==> config.mk <==
export PLATFORM = sky130hd
export DESIGN_NAME = psi_sync_ctrl
export DESIGN_NICKNAME = d
export VERILOG_FILES = /design/src/psi_pkg.sv /design/src/psi_buf_reg.sv /design/src/psi_pair_swap.sv /design/src/psi_sync_ctrl.sv
export VERILOG_INCLUDE_DIRS = /design/src
export SDC_FILE = /design/constraint.sdc
export NUM_CORES = 1
export LEC_CHECK = 0
export BUFFER_PORTS_ARGS = -buffer_cell sky130_fd_sc_hd__clkbuf_2
export CAP_MARGIN = 10
export CORE_MARGIN = 5
export CORE_UTILIZATION = 45
export DETAILED_ROUTE_END_ITERATION = 8
export GPL_TIMING_DRIVEN = 0
export PLACE_DENSITY_LB_ADDON = 0.2
export SLEW_MARGIN = 20
export SYNTH_ARGS = -nofsm -noshare
export SYNTH_HDL_FRONTEND = slang
export SYNTH_SLANG_ARGS = --single-unit
==> constraint.sdc <==
create_clock -name mclk_i -period 1.4 [get_ports mclk_i]
set_input_delay 0.21 -clock mclk_i [delete_from_list [all_inputs] [get_ports mclk_i]]
set_output_delay 0.21 -clock mclk_i [all_outputs]
set_load 0.02 [all_outputs]
==> src/psi_consts.svh <==
/*
 * Constants for the PWM synchronization configuration and pair-invert block.
 * Assumes inclusion by bare name from the package and design files.
 */
`ifndef PSI_CONSTS_SVH
`define PSI_CONSTS_SVH

// ----------------------------------------------------------------
// Register indices (word offsets on the plain register port)
// ----------------------------------------------------------------
`define PSI_ADDR_W 4
`define PSI_REG_SYNC_CFG 4'h0
`define PSI_REG_INV_CTRL 4'h1
`define PSI_REG_INV_ACTIVE 4'h2
`define PSI_REG_TRIG_CTRL 4'h3
`define PSI_REG_OUTCTL 4'h4
`define PSI_REG_STATUS 4'h5

// ----------------------------------------------------------------
// Field positions of sync_configuration
// ----------------------------------------------------------------
`define PSI_B_HOLD_MODE 0
`define PSI_B_INIT_SEL 2
`define PSI_B_INV_SEL 4
`define PSI_B_OUTCTL_SEL 5
`define PSI_B_SYNC_MODE 7
`define PSI_B_SW_COUNTER 8
`define PSI_B_SW_WRBUF 9
`define PSI_B_SW_OUTPUT_MASK_REGISTER 10
`define PSI_B_SW_INVERT 11
`define PSI_B_SW_OUTCTL 12
`define PSI_B_HW_COUNTER 16
`define PSI_B_HW_OUTCTL 20
`define PSI_SYNC_CFG_MASK 32'h001F1FB5
`define PSI_INV_MASK 32'h0000000F
`define PSI_TRIG_MASK 32'h00000007
`define PSI_OUTCTL_MASK 32'h0000FFFF
`define PSI_SYNC_CFG_RST 32'h00000000
`define PSI_INV_RST 32'h00000000

`endif

==> src/psi_pkg.sv <==
/*
 * Types shared by the pair-invert block files.
 * Assumes the constants header is on the include path.
 */
package psi_pkg;
	// ----------------------------------------------------------------
	// Load pulses, one per synchronized target
	// ----------------------------------------------------------------
	typedef struct packed {
		logic outctl;
		logic invert;
		logic output_mask_register;
		logic wrbuf;
		logic counter;
	} psi_sync_t;

	typedef struct packed {
		logic [3:0] addr;
		logic [31:0] wdata;
		logic wr;
		logic rd;
	} psi_bus_t;
endpackage

==> src/psi_buf_reg.sv <==
/*
 * Buffered register: a write lands in the buffer, the active copy loads
 * either every clock or only on a load pulse.
 * Assumes clock and synchronous reset shared with the parent.
 */
`timescale 1ns/100ps
module psi_buf_reg #(
	parameter int WIDTH = 4
) (
	input wire logic mclk_i,
	input wire logic srst_i,
	input wire logic wr_i,
	input wire logic [WIDTH-1:0] wdata_i,
	input wire logic sync_sel_i,
	input wire logic load_i,
	output logic [WIDTH-1:0] buf_o,
	output logic [WIDTH-1:0] act_o
);
	logic [WIDTH-1:0] buf_q;
	logic [WIDTH-1:0] act_q;
	logic take;

	// Selected mode: follow buffer every edge, or wait for synchronization
	assign take = !sync_sel_i || load_i;

	always_ff @(posedge mclk_i) begin
		if (srst_i) begin
			buf_q <= '0;
			act_q <= '0;
		end else begin
			if (wr_i) buf_q <= wdata_i;
			if (take) act_q <= buf_q;
		end
	end

	assign buf_o = buf_q;
	assign act_o = act_q;
endmodule // psi_buf_reg

==> src/psi_pair_swap.sv <==
/*
 * Channel-pair output swap.
 * Assumes channel outputs in order, pair m being channels 2m and 2m+1.
 */
`timescale 1ns/100ps
module psi_pair_swap #(
	parameter int PAIRS = 4
) (
	input wire logic [PAIRS-1:0] inv_en_i,
	input wire logic [2*PAIRS-1:0] ch_i,
	output logic [2*PAIRS-1:0] ch_o
);
	genvar m;
	generate
		for (m = 0; m < PAIRS; m++) begin : g_pair
			assign ch_o[2*m] = inv_en_i[m] ? ch_i[2*m+1] : ch_i[2*m];
			assign ch_o[2*m+1] = inv_en_i[m] ? ch_i[2*m] : ch_i[2*m+1];
		end
	endgenerate
endmodule // psi_pair_swap

==> src/psi_sync_ctrl.sv <==
/*
 * PWM synchronization configuration and channel-pair inverting control.
 * Assumes: register port on mclk_i, software trigger and hardware trigger
 * detections are same-domain single-cycle pulses from the timer core; the
 * channel outputs come from the same core on the same clock.
 */
// Strobed register access and the placing of the registers were decided locally.
`timescale 1ns/100ps
`include "psi_consts.svh"
module psi_sync_ctrl #(
	parameter int PAIRS = 4,
	parameter int HW_TRIGS = 3,
	parameter int INIT_W = 16
) (
	input wire logic mclk_i,
	input wire logic srst_i,
	input wire logic [3:0] reg_addr_i,
	input wire logic [31:0] reg_wdata_i,
	input wire logic reg_wr_i,
	input wire logic reg_rd_i,
	output logic [31:0] reg_rdata_o,
	input wire logic sw_trig_i,
	input wire logic [HW_TRIGS-1:0] hw_trig_i,
	input wire logic cnt_boundary_i,
	input wire logic [INIT_W-1:0] init_buf_i,
	input wire logic [2*PAIRS-1:0] ch_i,
	output logic [2*PAIRS-1:0] ch_o,
	output logic [15:0] outctl_o,
	output logic [INIT_W-1:0] init_o,
	output psi_pkg::psi_sync_t sync_o,
	output logic enhanced_o
);
	// ----------------------------------------------------------------
	// Register decode
	// ----------------------------------------------------------------
	psi_pkg::psi_bus_t bus;
	logic [31:0] cfg_q;
	logic [31:0] cfg_d;
	logic [HW_TRIGS-1:0] trig_en_q;
	logic [HW_TRIGS-1:0] trig_en_d;
	logic [31:0] rdata_q;
	logic [31:0] rdata_d;
	logic sw_pend_q;
	logic sw_pend_d;
	logic wr_cfg;
	logic wr_inv;
	logic wr_trig;
	logic wr_outctl;

	assign bus = '{addr: reg_addr_i, wdata: reg_wdata_i, wr: reg_wr_i, rd: reg_rd_i};
	assign wr_cfg = bus.wr && (bus.addr == `PSI_REG_SYNC_CFG);
	assign wr_inv = bus.wr && (bus.addr == `PSI_REG_INV_CTRL);
	assign wr_trig = bus.wr && (bus.addr == `PSI_REG_TRIG_CTRL);
	assign wr_outctl = bus.wr && (bus.addr == `PSI_REG_OUTCTL);

	// Reserved positions are masked out on the way in, so they never store
	assign cfg_d = wr_cfg ? (bus.wdata & `PSI_SYNC_CFG_MASK) : cfg_q;

	// ----------------------------------------------------------------
	// Configuration fields
	// ----------------------------------------------------------------
	logic hold_mode;
	logic init_sel;
	logic inv_sel;
	logic outctl_sel;
	logic sync_mode;
	logic [4:0] sw_en;
	logic [4:0] hw_en;

	assign hold_mode = cfg_q[`PSI_B_HOLD_MODE];
	assign init_sel = cfg_q[`PSI_B_INIT_SEL];
	assign inv_sel = cfg_q[`PSI_B_INV_SEL];
	assign outctl_sel = cfg_q[`PSI_B_OUTCTL_SEL];
	assign sync_mode = cfg_q[`PSI_B_SYNC_MODE];
	assign sw_en = cfg_q[`PSI_B_SW_OUTCTL:`PSI_B_SW_COUNTER];
	assign hw_en = cfg_q[`PSI_B_HW_OUTCTL:`PSI_B_HW_COUNTER];

	// ----------------------------------------------------------------
	// Trigger detection
	// ----------------------------------------------------------------
	logic [HW_TRIGS-1:0] hw_hit;
	logic hw_any;
	logic sw_fire;

	// Only an enabled hardware trigger counts as detected
	assign hw_hit = hw_trig_i & trig_en_q;
	assign hw_any = |hw_hit;

	// Legacy waits for the counter boundary with the trigger held pending;
	// enhanced acts on the trigger itself.
	assign sw_fire = sync_mode ? sw_trig_i : (sw_pend_q || sw_trig_i) && cnt_boundary_i;
	assign sw_pend_d = sync_mode ? 1'b0 : (sw_pend_q || sw_trig_i) && !cnt_boundary_i;

	// Clear on detection in mode 0; a write in the same cycle loses to hardware
	assign trig_en_d = wr_trig ? (bus.wdata[HW_TRIGS-1:0] & ~(hold_mode ? '0 : hw_hit))
		: (hold_mode ? trig_en_q : trig_en_q & ~hw_hit);

	// ----------------------------------------------------------------
	// Per-target synchronization pulses
	// ----------------------------------------------------------------
	function automatic logic start_sync(input logic sw_bit, input logic hw_bit,
		input logic sw_ev, input logic hw_ev);
		start_sync = (sw_bit && sw_ev) || (hw_bit && hw_ev);
	endfunction

	psi_pkg::psi_sync_t sync;

	assign sync.outctl = start_sync(sw_en[4], hw_en[4], sw_fire, hw_any);
	assign sync.invert = start_sync(sw_en[3], hw_en[3], sw_fire, hw_any);
	assign sync.output_mask_register = start_sync(sw_en[2], hw_en[2], sw_fire, hw_any);
	assign sync.wrbuf = start_sync(sw_en[1], hw_en[1], sw_fire, hw_any);
	assign sync.counter = start_sync(sw_en[0], hw_en[0], sw_fire, hw_any);

	// ----------------------------------------------------------------
	// Buffered registers
	// ----------------------------------------------------------------
	logic [PAIRS-1:0] inv_buf;
	logic [PAIRS-1:0] inv_act;
	logic [15:0] outctl_buf;
	logic init_take;
	logic [INIT_W-1:0] init_q;

	// Bits 3..0 map straight to pairs 3..0
	psi_buf_reg #(.WIDTH(PAIRS)) u_inv (
		.mclk_i(mclk_i),
		.srst_i(srst_i),
		.wr_i(wr_inv),
		.wdata_i(bus.wdata[PAIRS-1:0]),
		.sync_sel_i(inv_sel),
		.load_i(sync.invert),
		.buf_o(inv_buf),
		.act_o(inv_act)
	);

	psi_buf_reg #(.WIDTH(16)) u_outctl (
		.mclk_i(mclk_i),
		.srst_i(srst_i),
		.wr_i(wr_outctl),
		.wdata_i(bus.wdata[15:0]),
		.sync_sel_i(outctl_sel),
		.load_i(sync.outctl),
		.buf_o(outctl_buf),
		.act_o(outctl_o)
	);

	// Initial value buffer lives in the counter core; only its load timing is here.
	// Loaded straight from that buffer: a second stage would add a cycle of lag.
	assign init_take = !init_sel || sync.wrbuf;

	always_ff @(posedge mclk_i) begin
		if (srst_i) begin
			init_q <= '0;
		end else if (init_take) begin
			init_q <= init_buf_i;
		end
	end

	assign init_o = init_q;

	psi_pair_swap #(.PAIRS(PAIRS)) u_swap (
		.inv_en_i(inv_act),
		.ch_i(ch_i),
		.ch_o(ch_o)
	);

	// ----------------------------------------------------------------
	// Read-back
	// ----------------------------------------------------------------
	logic [31:0] rd_inv;
	logic [31:0] rd_act;
	logic [31:0] rd_trig;
	logic [31:0] rd_status;

	// Unused upper bits read zero
	assign rd_inv = {{(32-PAIRS){1'b0}}, inv_buf};
	assign rd_act = {{(32-PAIRS){1'b0}}, inv_act};
	assign rd_trig = {{(32-HW_TRIGS){1'b0}}, trig_en_q};
	assign rd_status = {31'h0, sw_pend_q};

	always_comb begin
		rdata_d = 32'h0;
		if (bus.rd) begin
			unique case (bus.addr)
				`PSI_REG_SYNC_CFG: rdata_d = cfg_q;
				`PSI_REG_INV_CTRL: rdata_d = rd_inv;
				`PSI_REG_INV_ACTIVE: rdata_d = rd_act;
				`PSI_REG_TRIG_CTRL: rdata_d = rd_trig;
				`PSI_REG_OUTCTL: rdata_d = {16'h0, outctl_buf};
				`PSI_REG_STATUS: rdata_d = rd_status;
				default: rdata_d = 32'h0;
			endcase
		end
	end

	// ----------------------------------------------------------------
	// State
	// ----------------------------------------------------------------
	always_ff @(posedge mclk_i) begin
		if (srst_i) begin
			cfg_q <= `PSI_SYNC_CFG_RST;
			trig_en_q <= '0;
			sw_pend_q <= 1'b0;
			rdata_q <= 32'h0;
		end else begin
			cfg_q <= cfg_d;
			trig_en_q <= trig_en_d;
			sw_pend_q <= sw_pend_d;
			rdata_q <= rdata_d;
		end
	end

	assign reg_rdata_o = rdata_q;
	assign sync_o = sync;
	assign enhanced_o = sync_mode;
endmodule // psi_sync_ctrl

; ---- Word-level counts from Yosys, hierarchy flattened
; Cells that the tools add are included.
[totals]
ramBits = 0
latchBits = 0
mem_count = 0
in_bits = 69
register_bits = 107
out_inout_bits = 78
mem_bits_ro = 0
word_cells = 67
[op_classes]
n_lt_le_gt_ge = 0
n_eq_ne = 6
addsub = 0
div = 0
multipliers = 0
n_bitwise = 6
shift = 0
n_reduce_logical = 33
muxes = 13
[op_table]
columns = operator, count
row1 = 21-bit case mux with 6 select lines, 1
row2 = 1-bit logical AND, 16
row3 = 3-bit bitwise AND, 3
row4 = 1-bit logical OR, 9
row5 = 1-bit two-way mux, 9
row6 = 3-bit two-way mux, 3
row7 = "4-bit by 2-bit equality test with 1-bit output, second input constant", 2
row8 = "4-bit by 3-bit equality test with 1-bit output, second input constant", 2
row9 = 3-bit NOT, 2
row10 = "4-bit by 1-bit equality test with 1-bit output, second input constant", 1
row11 = 1-bit logical NOT, 4
row12 = 4-bit logical NOT, 1
row13 = 2-bit OR reduction, 2
row14 = 3-bit OR reduction, 1
row15 = "2-bit by 1-bit != test with 1-bit output, second input constant", 1
row16 = 1-bit NOT, 1

; ---- Longest topological paths before layout
; Gate-level depths: netlist (run 1).
[logic_depth]
depth_word = 6
depth_mapped = 7
mapped_depth_nobuf = 4

; ---- Hierarchy
; A second synthesis (run 1) with hierarchy kept.
[unflattened]
cells_unflattened = 403
area_unflattened_um2 = 4217.8
[modules_own_cells]
columns = mod, instances, seq_area_each_um2, area_per_inst_um2, cells_per_inst
row1 = psi_sync_ctrl, 1, 1121.1, 2408.6, 241
row2 = psi_buf_reg at u_outctl, 1, 640.6, 1347.5, 123
row3 = psi_buf_reg at u_inv, 1, 160.2, 349.1, 31
row4 = psi_pair_swap, 1, 0.0, 112.6, 8

; ---- Worst setup path before layout (run 1)
; Ideal clock, no wire load.
[synth_path]
kind = flip-flop to flip-flop
from = reg cfg_q[7]
to = reg init_q[10] (netlist: init_o[10])
required_time_ps = 1282
path_buffers = 2
period_less_slack_ps = 1654
path_stages_with_launch = 7
setup_ps = 118
setup_slack_ps = -254
t_arrival_ps = 1536
path_cell_list = dfxtp_1 > nor2b_1 > o22a_2 > a221o_1 > buf_6 > buf_12 > mux2i_1
[synth_via]
elab_chain_cells = 4
[synth_lines]
columns = element, line_no
row1 = "start, declared", psi_sync_ctrl.sv:37  ; logic [31:0] cfg_q;
row2 = "start signal, assigned", psi_sync_ctrl.sv:200  ; cfg_q <= `PSI_SYNC_CFG_RST;
row3 = "start signal, assigned", psi_sync_ctrl.sv:205  ; cfg_q <= cfg_d;
row4 = 1-bit two-way mux, psi_sync_ctrl.sv:91  ; assign sw_fire = sync_mode ? sw_trig_i : (sw_pend_q || sw_trig_i) && cnt_boundary_i;
row5 = 1-bit logical AND, psi_sync_ctrl.sv:103  ; start_sync = (sw_bit && sw_ev) || (hw_bit && hw_ev);
row6 = 1-bit logical OR, psi_sync_ctrl.sv:103
row7 = 1-bit logical OR, psi_sync_ctrl.sv:148  ; assign init_take = !init_sel || sync.wrbuf;
row8 = "end signal, assigned", psi_sync_ctrl.sv:154  ; init_q <= init_buf_i;
row9 = "end, declared", psi_sync_ctrl.sv:121  ; logic [INIT_W-1:0] init_q;
; No other way between the ends.
; A chain may end at the register's enable or synchronous reset.

; ---- Worst setup path in the final report (run 1)
[layout_path]
from = reg cfg_q[7]
to = reg init_q[11] (netlist: init_o[11])
; Same word-level chain as after synthesis.

==> results.cfg, run 1 <==
[routing]
routedWlPerCell_microns = 15.61
first_pass_iters = 6
drc_errors = 0
drt-total-wl_mm = 10.97
vias_per_cell = 5.016
vias = 3526
drtAntennaViolNets = 0
drtIter0Drc = 122

[status]
run_status = finished, violations left
violations = setup timing

[setup_path]
cp-start-kind = flop
crit_path_cell_trace = nor2b_4 > o22a_4 > buf_6 > a221o_1 > buf_6 > buf_12 > mux2i_1
arrival_ns = 1.91
path_max_fanout = 7
cp.required_ns = 1.64
endpoint_kind = flop
crit_family = compound AO/OA/AOI/OAI gates
worstSetupPathType = reg2reg
crit_cells = 7
r2r_slack_ns = -0.27
r2r_end = init_o[11]
worstSetupStartpoint = cfg_q[7]
cp.buffers_inverters = 3
cpPeakStageDelay_ns = 0.41
crit_top_cell = buf_6
crit_end = init_o[11]
critPathSlowestCell = dfxtp_4
reg2reg_depth = 7
timing.rr.start = cfg_q[7]

[die]
start_util_pct = 46.69
io_pins = 147
core_area_sq_mm = 0.008806
die_w_microns = 105.6
row_count = 34
dieHeight_microns = 105.6
dieArea_sq_mm = 0.01115

[grt]
grt_pass1_vias = 3597
track_usage_pct = 19.34
grt_max_degree = 17
grt_pass1_wl_mm = 17.55
grt_overflow = 0
antenna_found_initial = 0

[finish]
diodes = 0
synthToLayoutAreaGrowth_pct = 31.28
nFillCells = 791
drive_gt1_share_pct = 34.29
final_nets = 659
stdcell_count = 703
final_cell_area_sq_mm = 0.005398

[clock_network]
clock-sinks = 96
cts_tree = done
cts_buffer_depth = 2
clock_latency_ns = 0.36
cts-buffers-inserted = 9
htreeDepth = 3
holdBufCountCts = 0
path_clk_slew_ns = 0.10
root_buffer = clkbuf_8

[min_path]
hp-class = in2reg

[placement]
place.port_buffers = 122
placed_area_sq_mm = 0.004898
dp_hpwl_mm = 8.039
dp_slack_ns = -0.4277
placedCellCount = 679
gp_congestion = 0.8190

[synthesis]
synth-seq-cells = 96
synth-seq-area-share_pct = 46.74
synth.largest_area_cell = dfxtp_1
synth_flop_cell = dfxtp_1
synth_area_sq_mm = 0.004111
yosys_warnings = 0
synth_edf_count = 0
synth_commonest_cells = 96 x dfxtp_1, 74 x nand2b_1, 67 x nand2_1
syn_inst = 439
synth.most_common_cell = dfxtp_1
synth_area_per_cell_sq_um = 9.365
async_reset_ff_share_pct = 0
yosysTopAreaCellShare_pct = 46.74
netlist-cell-type-count = 34
synthTopCellsByArea = dfxtp_1 47%, nand2b_1 11%, mux2i_1 11%

[timing]
max_slew_margin_pct = 60.15
rsz0062_at_grt = yes
slew_violations = 0
max_clock_freq_mhz = 598.6
hold_viol = 0
worst_pin_slew_ns = 0.5933
skew_ns = 0.009062
finalHoldWorstSlack_ns = 0.03818
fin_tns_setup_ns = -9.551
period_minus_slack_ns = 1.670
setup_ws_ns = -0.2705
fin_crit_sh_pct = 119.3
setup_viol = 41

[run]
maxCapViolations = 0

[power_and_ir_drop]
p_leak_nw = 2.549
p_per_area_mw_per_mm2 = 938.8
vdd_drop_max_mv = 0.4540
-- metal layers --
layer | part of all wire (%) | wire length (microns) | GRT usage [%]
met2 | 48 | 5316 | 32.42
met1 | 43 | 4767 | 25.00
met4 | 1.1 | 125 | 5.920
met5 | 0 | 0 | 0
met3 | 7.0 | 764 | 4.279
-- power by group --
part	internal (mW)	total [mW]	switching, mW	leakage [nW]
combinational	0.265	0.565	0.300	1.67
clock	0.710	1.70	0.994	0.0939
sequential	2.77	2.80	0.0315	0.783
-- layout make-up --
cell class                      count  area [sq um]  area share, %
Inverter                            3         11.26         0.2086
Sequential cell                    96          1939          35.93
Buffer                             37         245.2          4.543
Timing Repair Buffer              133         857.1          15.88
Clock buffer                       11         141.4          2.619
Tap cell                          108         135.1          2.503
Multi-Input combinational cell    310          2028          37.58
Clock inverter                      5         40.04         0.7418
-- metrics by stage --
step                util [%]  total power [mW]
floorplan                  -             3.163
global placement       55.63             3.350
detailed placement     55.63             3.362
CTS                    60.56             5.084
global route           61.30             5.270
finish                 61.30             5.067
-- worst min-delay path by stage --
stage	from	endpoint	slack (ns)	depth (start not counted)
after global routing	cnt_boundary_i	sw_pend_q	0.03	2
after global placement	cnt_boundary_i	sw_pend_q	0.40	2
after CTS	cnt_boundary_i	sw_pend_q	0.02	2
after floorplan	cnt_boundary_i	sw_pend_q	0.29	1
after detailed placement	cnt_boundary_i	sw_pend_q	0.41	2
final	cnt_boundary_i	sw_pend_q	0.04	2
-- worst reg2reg max path, cell delays in order, from the launching register on --
cell     delay, ns
dfxtp_4       0.41
nor2b_4       0.05
o22a_4        0.21
buf_6         0.12
a221o_1       0.35
buf_6         0.16
buf_12        0.13
mux2i_1       0.12
-- what timing repair did --
action	4_1_cts	5_1_grt
cloned	1	1
buffers inserted	9	0
hold endpoints to repair	0	0
endpoints found under the setup margin	64	83
resized for setup	40	23
pin swaps	3	0
-- sequential cells by signal, indices dropped and copies added (netlist names) --
signal          count
init_o             16
trig_en_q           3
u_outctl.act_o     16
sw_pend_q           1
u_inv.act_o         4
u_outctl.buf_o     16
u_inv.buf_o         4
cfg_q              15
reg_rdata_o        21
-- logic make-up after synthesis --
| kind of cell | after synthesis | share of synthesized area (%) |
|---|---|---|
| and+or+nand+nor | 189 | 23.55 |
| AOI/OAI and AO/OA | 54 | 8.582 |
| other | 1 | 0.09121 |
| muxes | 56 | 14.52 |
| DFF | 96 | 46.74 |
| buffers and inverters | 43 | 6.512 |
-- layout by cell type (no fill, tap or decap), types with 10 or more instances in the layout --
cell      synthesis  layout
clkbuf_2          1     119
dfxtp_1          96      90
nand2b_1         74      74
nand2_1          67      67
mux2i_1          45      45
a21oi_1          32      32
nor2_1           21      21
buf_4            14      18
clkbuf_8          0      12
clkbuf_1         17      11
conb_1            1      11
and2_1           10      10
a22oi_1          10      10
Power figures use the tool's default switching activity.
==> inputs of run 2 (changes only) <==
--- a/config.mk
+++ b/config.mk
@@ -8,7 +8,7 @@
 export LEC_CHECK = 0
 export BUFFER_PORTS_ARGS = -buffer_cell sky130_fd_sc_hd__clkbuf_2
 export CAP_MARGIN = 10
-export CORE_MARGIN = 5
+export CORE_MARGIN = 8
 export CORE_UTILIZATION = 45
 export DETAILED_ROUTE_END_ITERATION = 8
 export GPL_TIMING_DRIVEN = 0
==> run 2 against run 1 <==
Compared with the run above: the flow still finishes with violations (setup timing); critical path depth unchanged; wire length rose by 4.2%; utilization down 0.66 points; sequential power about the same; final cell count up 1.0%; hold slack got worse by 0.019 ns; fmax rose by 0.60%; via count is 1.0% higher; flip-flop and latch count stayed put; die area grew 12%; sequential share of layout area shrank 0.60 points; largest cell class unchanged.
==> results.cfg, run 2 (same netlist as run 1, synthesis figures left out) <==
[die]
dieHeight_microns = 111.6
core_area_sq_mm = 0.009065
start_util_pct = 45.36
dieArea_sq_mm = 0.01245
die_w_microns = 111.6
io_pins = 147
row_count = 35

[setup_path]
endpoint_kind = flop
cpPeakStageDelay_ns = 0.35
crit_path_cell_trace = nor2b_4 > o22a_4 > buf_6 > a221o_1 > buf_6 > clkbuf_16 > mux2i_1
worstSetupPathType = reg2reg
cp-start-kind = flop
critPathSlowestCell = a221o_1
arrival_ns = 1.93
crit_family = compound AO/OA/AOI/OAI gates
path_max_fanout = 6
crit_top_cell = buf_6
cp.buffers_inverters = 3
cp.required_ns = 1.67

[routing]
first_pass_iters = 5
drtAntennaViolNets = 0
drc_errors = 0
vias_per_cell = 5.017
vias = 3562
drt-total-wl_mm = 11.44
routedWlPerCell_microns = 16.11
drtIter0Drc = 153

[status]
run_status = finished, violations left
violations = setup timing

[finish]
diodes = 0
final_nets = 663
stdcell_count = 710
fin_util_pct = 60.63
final_cell_area_sq_mm = 0.005497
final_common_cell = clkbuf_2
nFillCells = 825
largest_reg_flops = 21
synthToLayoutAreaGrowth_pct = 33.69
layout_common_cells = 115 x clkbuf_2, 90 x dfxtp_1, 74 x nand2b_1
drive_gt1_share_pct = 34.56

[timing]
fin_tns_setup_ns = -8.509
max_clock_freq_mhz = 602.2
max_slew_margin_pct = 59.56
slew_violations = 0
skew_ns = 0.008732
setup_ws_ns = -0.2605
setup_viol = 41
fin_crit_sh_pct = 118.6
period_minus_slack_ns = 1.661
finalHoldWorstSlack_ns = 0.01959
rsz0062_at_grt = yes
worst_pin_slew_ns = 0.6021
hold_viol = 0

[clock_network]
htreeDepth = 3
clock-sinks = 96
clock_latency_ns = 0.37
path_clk_slew_ns = 0.10
cts_buffer_depth = 2
holdBufCountCts = 0
cts_tree = done
root_buffer = clkbuf_8
cts-buffers-inserted = 9

[power_and_ir_drop]
vdd_drop_max_mv = 0.4085
p_per_area_mw_per_mm2 = 961.2
p_leak_nw = 2.586
total_power_mw = 5.283

[grt]
antenna_found_initial = 0
grt_overflow = 0
grt_pass1_vias = 3673
grt_max_degree = 19
track_usage_pct = 17.96
grt_pass1_wl_mm = 18.09

[placement]
placedCellCount = 682
gp_congestion = 0.8149
dp_slack_ns = -0.4515
dp_hpwl_mm = 8.415
placed_area_sq_mm = 0.004902
place.port_buffers = 122

[run]
maxCapViolations = 0

[min_path]
hp-class = in2reg
-- run 2: layout make-up --
class	count	area (sq um)	share of cell area, %
inverter	3	11.26	0.2049
clock buffer	9	123.9	2.254
clock inverter	7	86.33	1.571
sequential	96	1942	35.33
timing repair buffer	137	905.9	16.48
multi-input combinational	310	2042	37.15
buffer	37	246.5	4.484
tap	111	138.9	2.527
-- run 2: timing repair --
action / 4_1_cts / 5_1_grt
pin swaps: 4 / 2
setup endpoints to repair: 64 / 79
setup buffers: 11 / 2
cloned: 0 / 2
hold endpoints to repair: 0 / 0
resized for setup: 43 / 33
-- run 2: path summary, 6_finish.rpt --
path                            from                  to  slack (ns)  cells past startpoint
setup / recovery           sw_pend_q           init_o[9]       -0.26                      7
hold reg to reg   u_outctl.act_o[14]  u_outctl.act_o[14]        0.48                      2
setup reg to reg           sw_pend_q           init_o[9]       -0.26                      7
hold / removal        cnt_boundary_i           sw_pend_q        0.02                      2
-- run 2: routing by layer --
| metal | share of wire, % | wire length (microns) | vias to the layer above | global-route usage (%) |
|---|---|---|---|---|
| li1 | - | - | 1747 | - |
| met1 | 43 | 4896 | 1665 | 20.40 |
| met2 | 48 | 5504 | 132 | 31.07 |
| met3 | 7.0 | 805 | 18 | 5.411 |
| met4 | 2.0 | 233 | 0 | 6.655 |
| met5 | 0 | 0 | - | 0 |
-- run 2: worst reg2reg max path: cells and delay by family (launching register included) --
kind / cells / cell delay [ns]
DFF: 1 / 0.33
buffers and inverters: 3 / 0.44
muxes: 1 / 0.11
and+or+nand+nor: 1 / 0.12
AOI/OAI and AO/OA: 2 / 0.56
-- run 2: where the power goes --
part	internal (mW)	switching, mW	leakage (nW)
clock network	0.861	1.05	0.104
registers	2.77	0.0304	0.783
logic	0.266	0.305	1.70
==> inputs of run 3 (changes only) <==
--- a/config.mk
+++ b/config.mk
@@ -16,4 +16,5 @@
 export SLEW_MARGIN = 20
 export SYNTH_ARGS = -nofsm -noshare
 export SYNTH_HDL_FRONTEND = slang
+export SYNTH_HIERARCHICAL = 1
 export SYNTH_SLANG_ARGS = --single-unit
==> run 3 against run 2 <==
Compared with the run above: the flow still finishes with violations (setup timing); clock power about the same; hold slack worse by 0.0017 ns; sequential share of layout area decreased by 1.0 points; sequential power barely moved; final cell count down 3.9%; die area grew 2.2%; worst setup slack improved by 0.0023 ns; critical path depth fell by 3; clock skew about the same.
==> results.cfg, run 3 <==
[status]
run_status = finished, violations left
violations = setup timing

[setup_path]
cp.required_ns = 1.19
crit_cells = 4
crit_path_cell_trace = nor2b_1 > o22a_2 > a22o_4 > buf_8
r2r_end = u_outctl/act_o[13]
worstSetupPathType = reg2out
arrival_ns = 1.45
r2r_slack_ns = -0.18
cp-start-kind = flop
timing.rr.start = sw_pend_q
endpoint_kind = output pin
crit_end = sync_o[4]
worstSetupStartpoint = sw_pend_q
critPathSlowestCell = dfxtp_2
cpPeakStageDelay_ns = 0.33
crit_family = compound AO/OA/AOI/OAI gates
path_max_fanout = 6
cp.buffers_inverters = 1
reg2reg_depth = 6

[power_and_ir_drop]
vdd_drop_max_mv = 0.4987
p_per_area_mw_per_mm2 = 935.7
p_leak_nw = 2.644

[grt]
grt_overflow = 0
grt_pass1_wl_mm = 17.81
grt_max_degree = 16
track_usage_pct = 17.61
antenna_found_initial = 0
grt_pass1_vias = 3550

[synthesis]
synthMuxAreaShare_pct = 17.26
synthTopCellsByArea = dfxtp_1 46%, mux2i_1 14%, nand2b_1 7.9%
synthAdderAreaFrac_pct = 0
synth_flop_cell = dfxtp_1
synth_xor_area_share_pct = 0
synth_edf_count = 0
yosysTopAreaCellShare_pct = 45.57
yosys_warnings = 6
synth_area_sq_mm = 0.004218
synth-seq-cells = 96
syn_inst = 403
synth_top_family_by_area = simple AND/OR/NAND/NOR gates
synth.most_common_cell = dfxtp_1
synth_area_per_cell_sq_um = 10.47
netlist-cell-type-count = 36
synth.largest_area_cell = dfxtp_1
async_reset_ff_share_pct = 0
synth_commonest_cells = 96 x dfxtp_1, 57 x mux2i_1, 56 x nor2_1
synth-seq-area-share_pct = 45.57
synth_compound_area_share_pct = 7.624
yosys.area_share.simple_pct = 23.17

[routing]
vias_per_cell = 5.081
drt-total-wl_mm = 11.38
routedWlPerCell_microns = 16.69
drtAntennaViolNets = 0
vias = 3465
drc_errors = 0
drtIter0Drc = 156
first_pass_iters = 4

[clock_network]
clock-sinks = 96
clock_latency_ns = 0.36
cts-buffers-inserted = 9
path_clk_slew_ns = 0.09
root_buffer = clkbuf_8
holdBufCountCts = 0
cts_tree = done
cts_buffer_depth = 2
htreeDepth = 3

[timing]
setup_ws_ns = -0.2582
period_minus_slack_ns = 1.658
max_clock_freq_mhz = 603.1
setup_viol = 41
fin_tns_setup_ns = -5.661
fin_crit_sh_pct = 118.4
hold_viol = 0
worst_pin_slew_ns = 0.6093
rsz0062_at_grt = yes
slew_violations = 0
max_slew_margin_pct = 59.08
skew_ns = 0.009148

[placement]
dp_slack_ns = -0.4694
place.port_buffers = 123
gp_congestion = 0.8031
placed_area_sq_mm = 0.005059
dp_hpwl_mm = 8.549

[die]
start_util_pct = 46.08
core_area_sq_mm = 0.009153
dieArea_sq_mm = 0.01273
io_pins = 147
die_w_microns = 112.8
row_count = 35
dieHeight_microns = 112.8

[finish]
drive_gt1_share_pct = 41.33
largest_reg_flops = 21
final_nets = 635
layout_common_cells = 110 x clkbuf_2, 90 x dfxtp_1, 57 x mux2i_1
final_cell_area_sq_mm = 0.005660
synthToLayoutAreaGrowth_pct = 34.20
diodes = 0
final_common_cell = clkbuf_2

[min_path]
hp-class = in2reg

[run]
maxCapViolations = 0
-- run 3: changes by cell type in the layout (fill, tap and decap cells not counted), moves of 7 or more --
cell / delta
a21oi_1: -30
buf_4: +7
mux2i_1: +12
nand2_1: -65
nand2b_1: -21
nand4bb_1: +20
nor2_1: +35
o21ai_2: +20
-- run 3: stage by stage --
stage | hold WS [ns] | instances | util, % | power (mW)
3_3_place_gp | 0.3982 | 647 | 55.27 | 3.380
6_report | 0.01790 | 682 | 61.85 | 5.297
5_1_grt | 0.01044 | 682 | 61.85 | 5.492
2_1_floorplan | 0.2887 | 413 | - | 3.184
3_5_place_dp | 0.4013 | 647 | 55.27 | 3.391
4_1_cts | 0.009174 | 681 | 61.52 | 5.319
-- run 3: what timing repair did --
action                     4_1_cts  5_1_grt
cloned                           2        0
gates resized for setup         48       31
buffers inserted                16        4
setup endpoints to repair       64       55
pin swaps                       15        6
-- run 3: cell type report --
cell class	count	area [sq um]
Clock buffer	12	165.2
Buffer	35	265.3
Inverter	1	3.754
Tap cell	111	138.9
Multi-Input combinational cell	280	2157
Fill cell	796	3492
Sequential cell	96	1942
Timing Repair Buffer	143	937.1
Clock inverter	4	51.30
-- run 3: how the worst min path moves through the flow --
stage                   start        end  slack, ns  cells past startpoint
2_1_floorplan  cnt_boundary_i  sw_pend_q       0.29                      1
3_5_place_dp   cnt_boundary_i  sw_pend_q       0.40                      2
5_1_grt        cnt_boundary_i  sw_pend_q       0.01                      2
6_report       cnt_boundary_i  sw_pend_q       0.02                      2
4_1_cts        cnt_boundary_i  sw_pend_q      0.009                      2
3_3_place_gp   cnt_boundary_i  sw_pend_q       0.40                      2
-- run 3: power breakdown --
part           total (mW)  leakage, nW  internal, mW  switching, mW
clock                1.92        0.109         0.973          0.948
combinational       0.580         1.75         0.276          0.304
sequential           2.80        0.783          2.77         0.0300
total                5.30         2.64          4.01           1.28
-- run 3: cell families after synthesis --
family	Yosys count
and+or+nand+nor	161
DFF	96
muxes	67
AOI/OAI and AO/OA	41
buffers and inverters	37
other	1
-- run 3: per-layer routing --
metal | vias to the layer above | track usage [%] | part of all wire, %
met5 | - | 0 | 0
met4 | 0 | 5.665 | 1.3
met3 | 13 | 4.473 | 5.0
met2 | 89 | 31.05 | 49
met1 | 1664 | 20.33 | 44
li1 | 1699 | - | -
-- run 3: worst register-to-register path, stage by stage (launching register included) --
cell,delay (ns)
dfxtp_2,0.33
nor2b_1,0.12
o22a_2,0.24
a22o_4,0.27
and2b_4,0.31
buf_6,0.15
o21ai_2,0.07
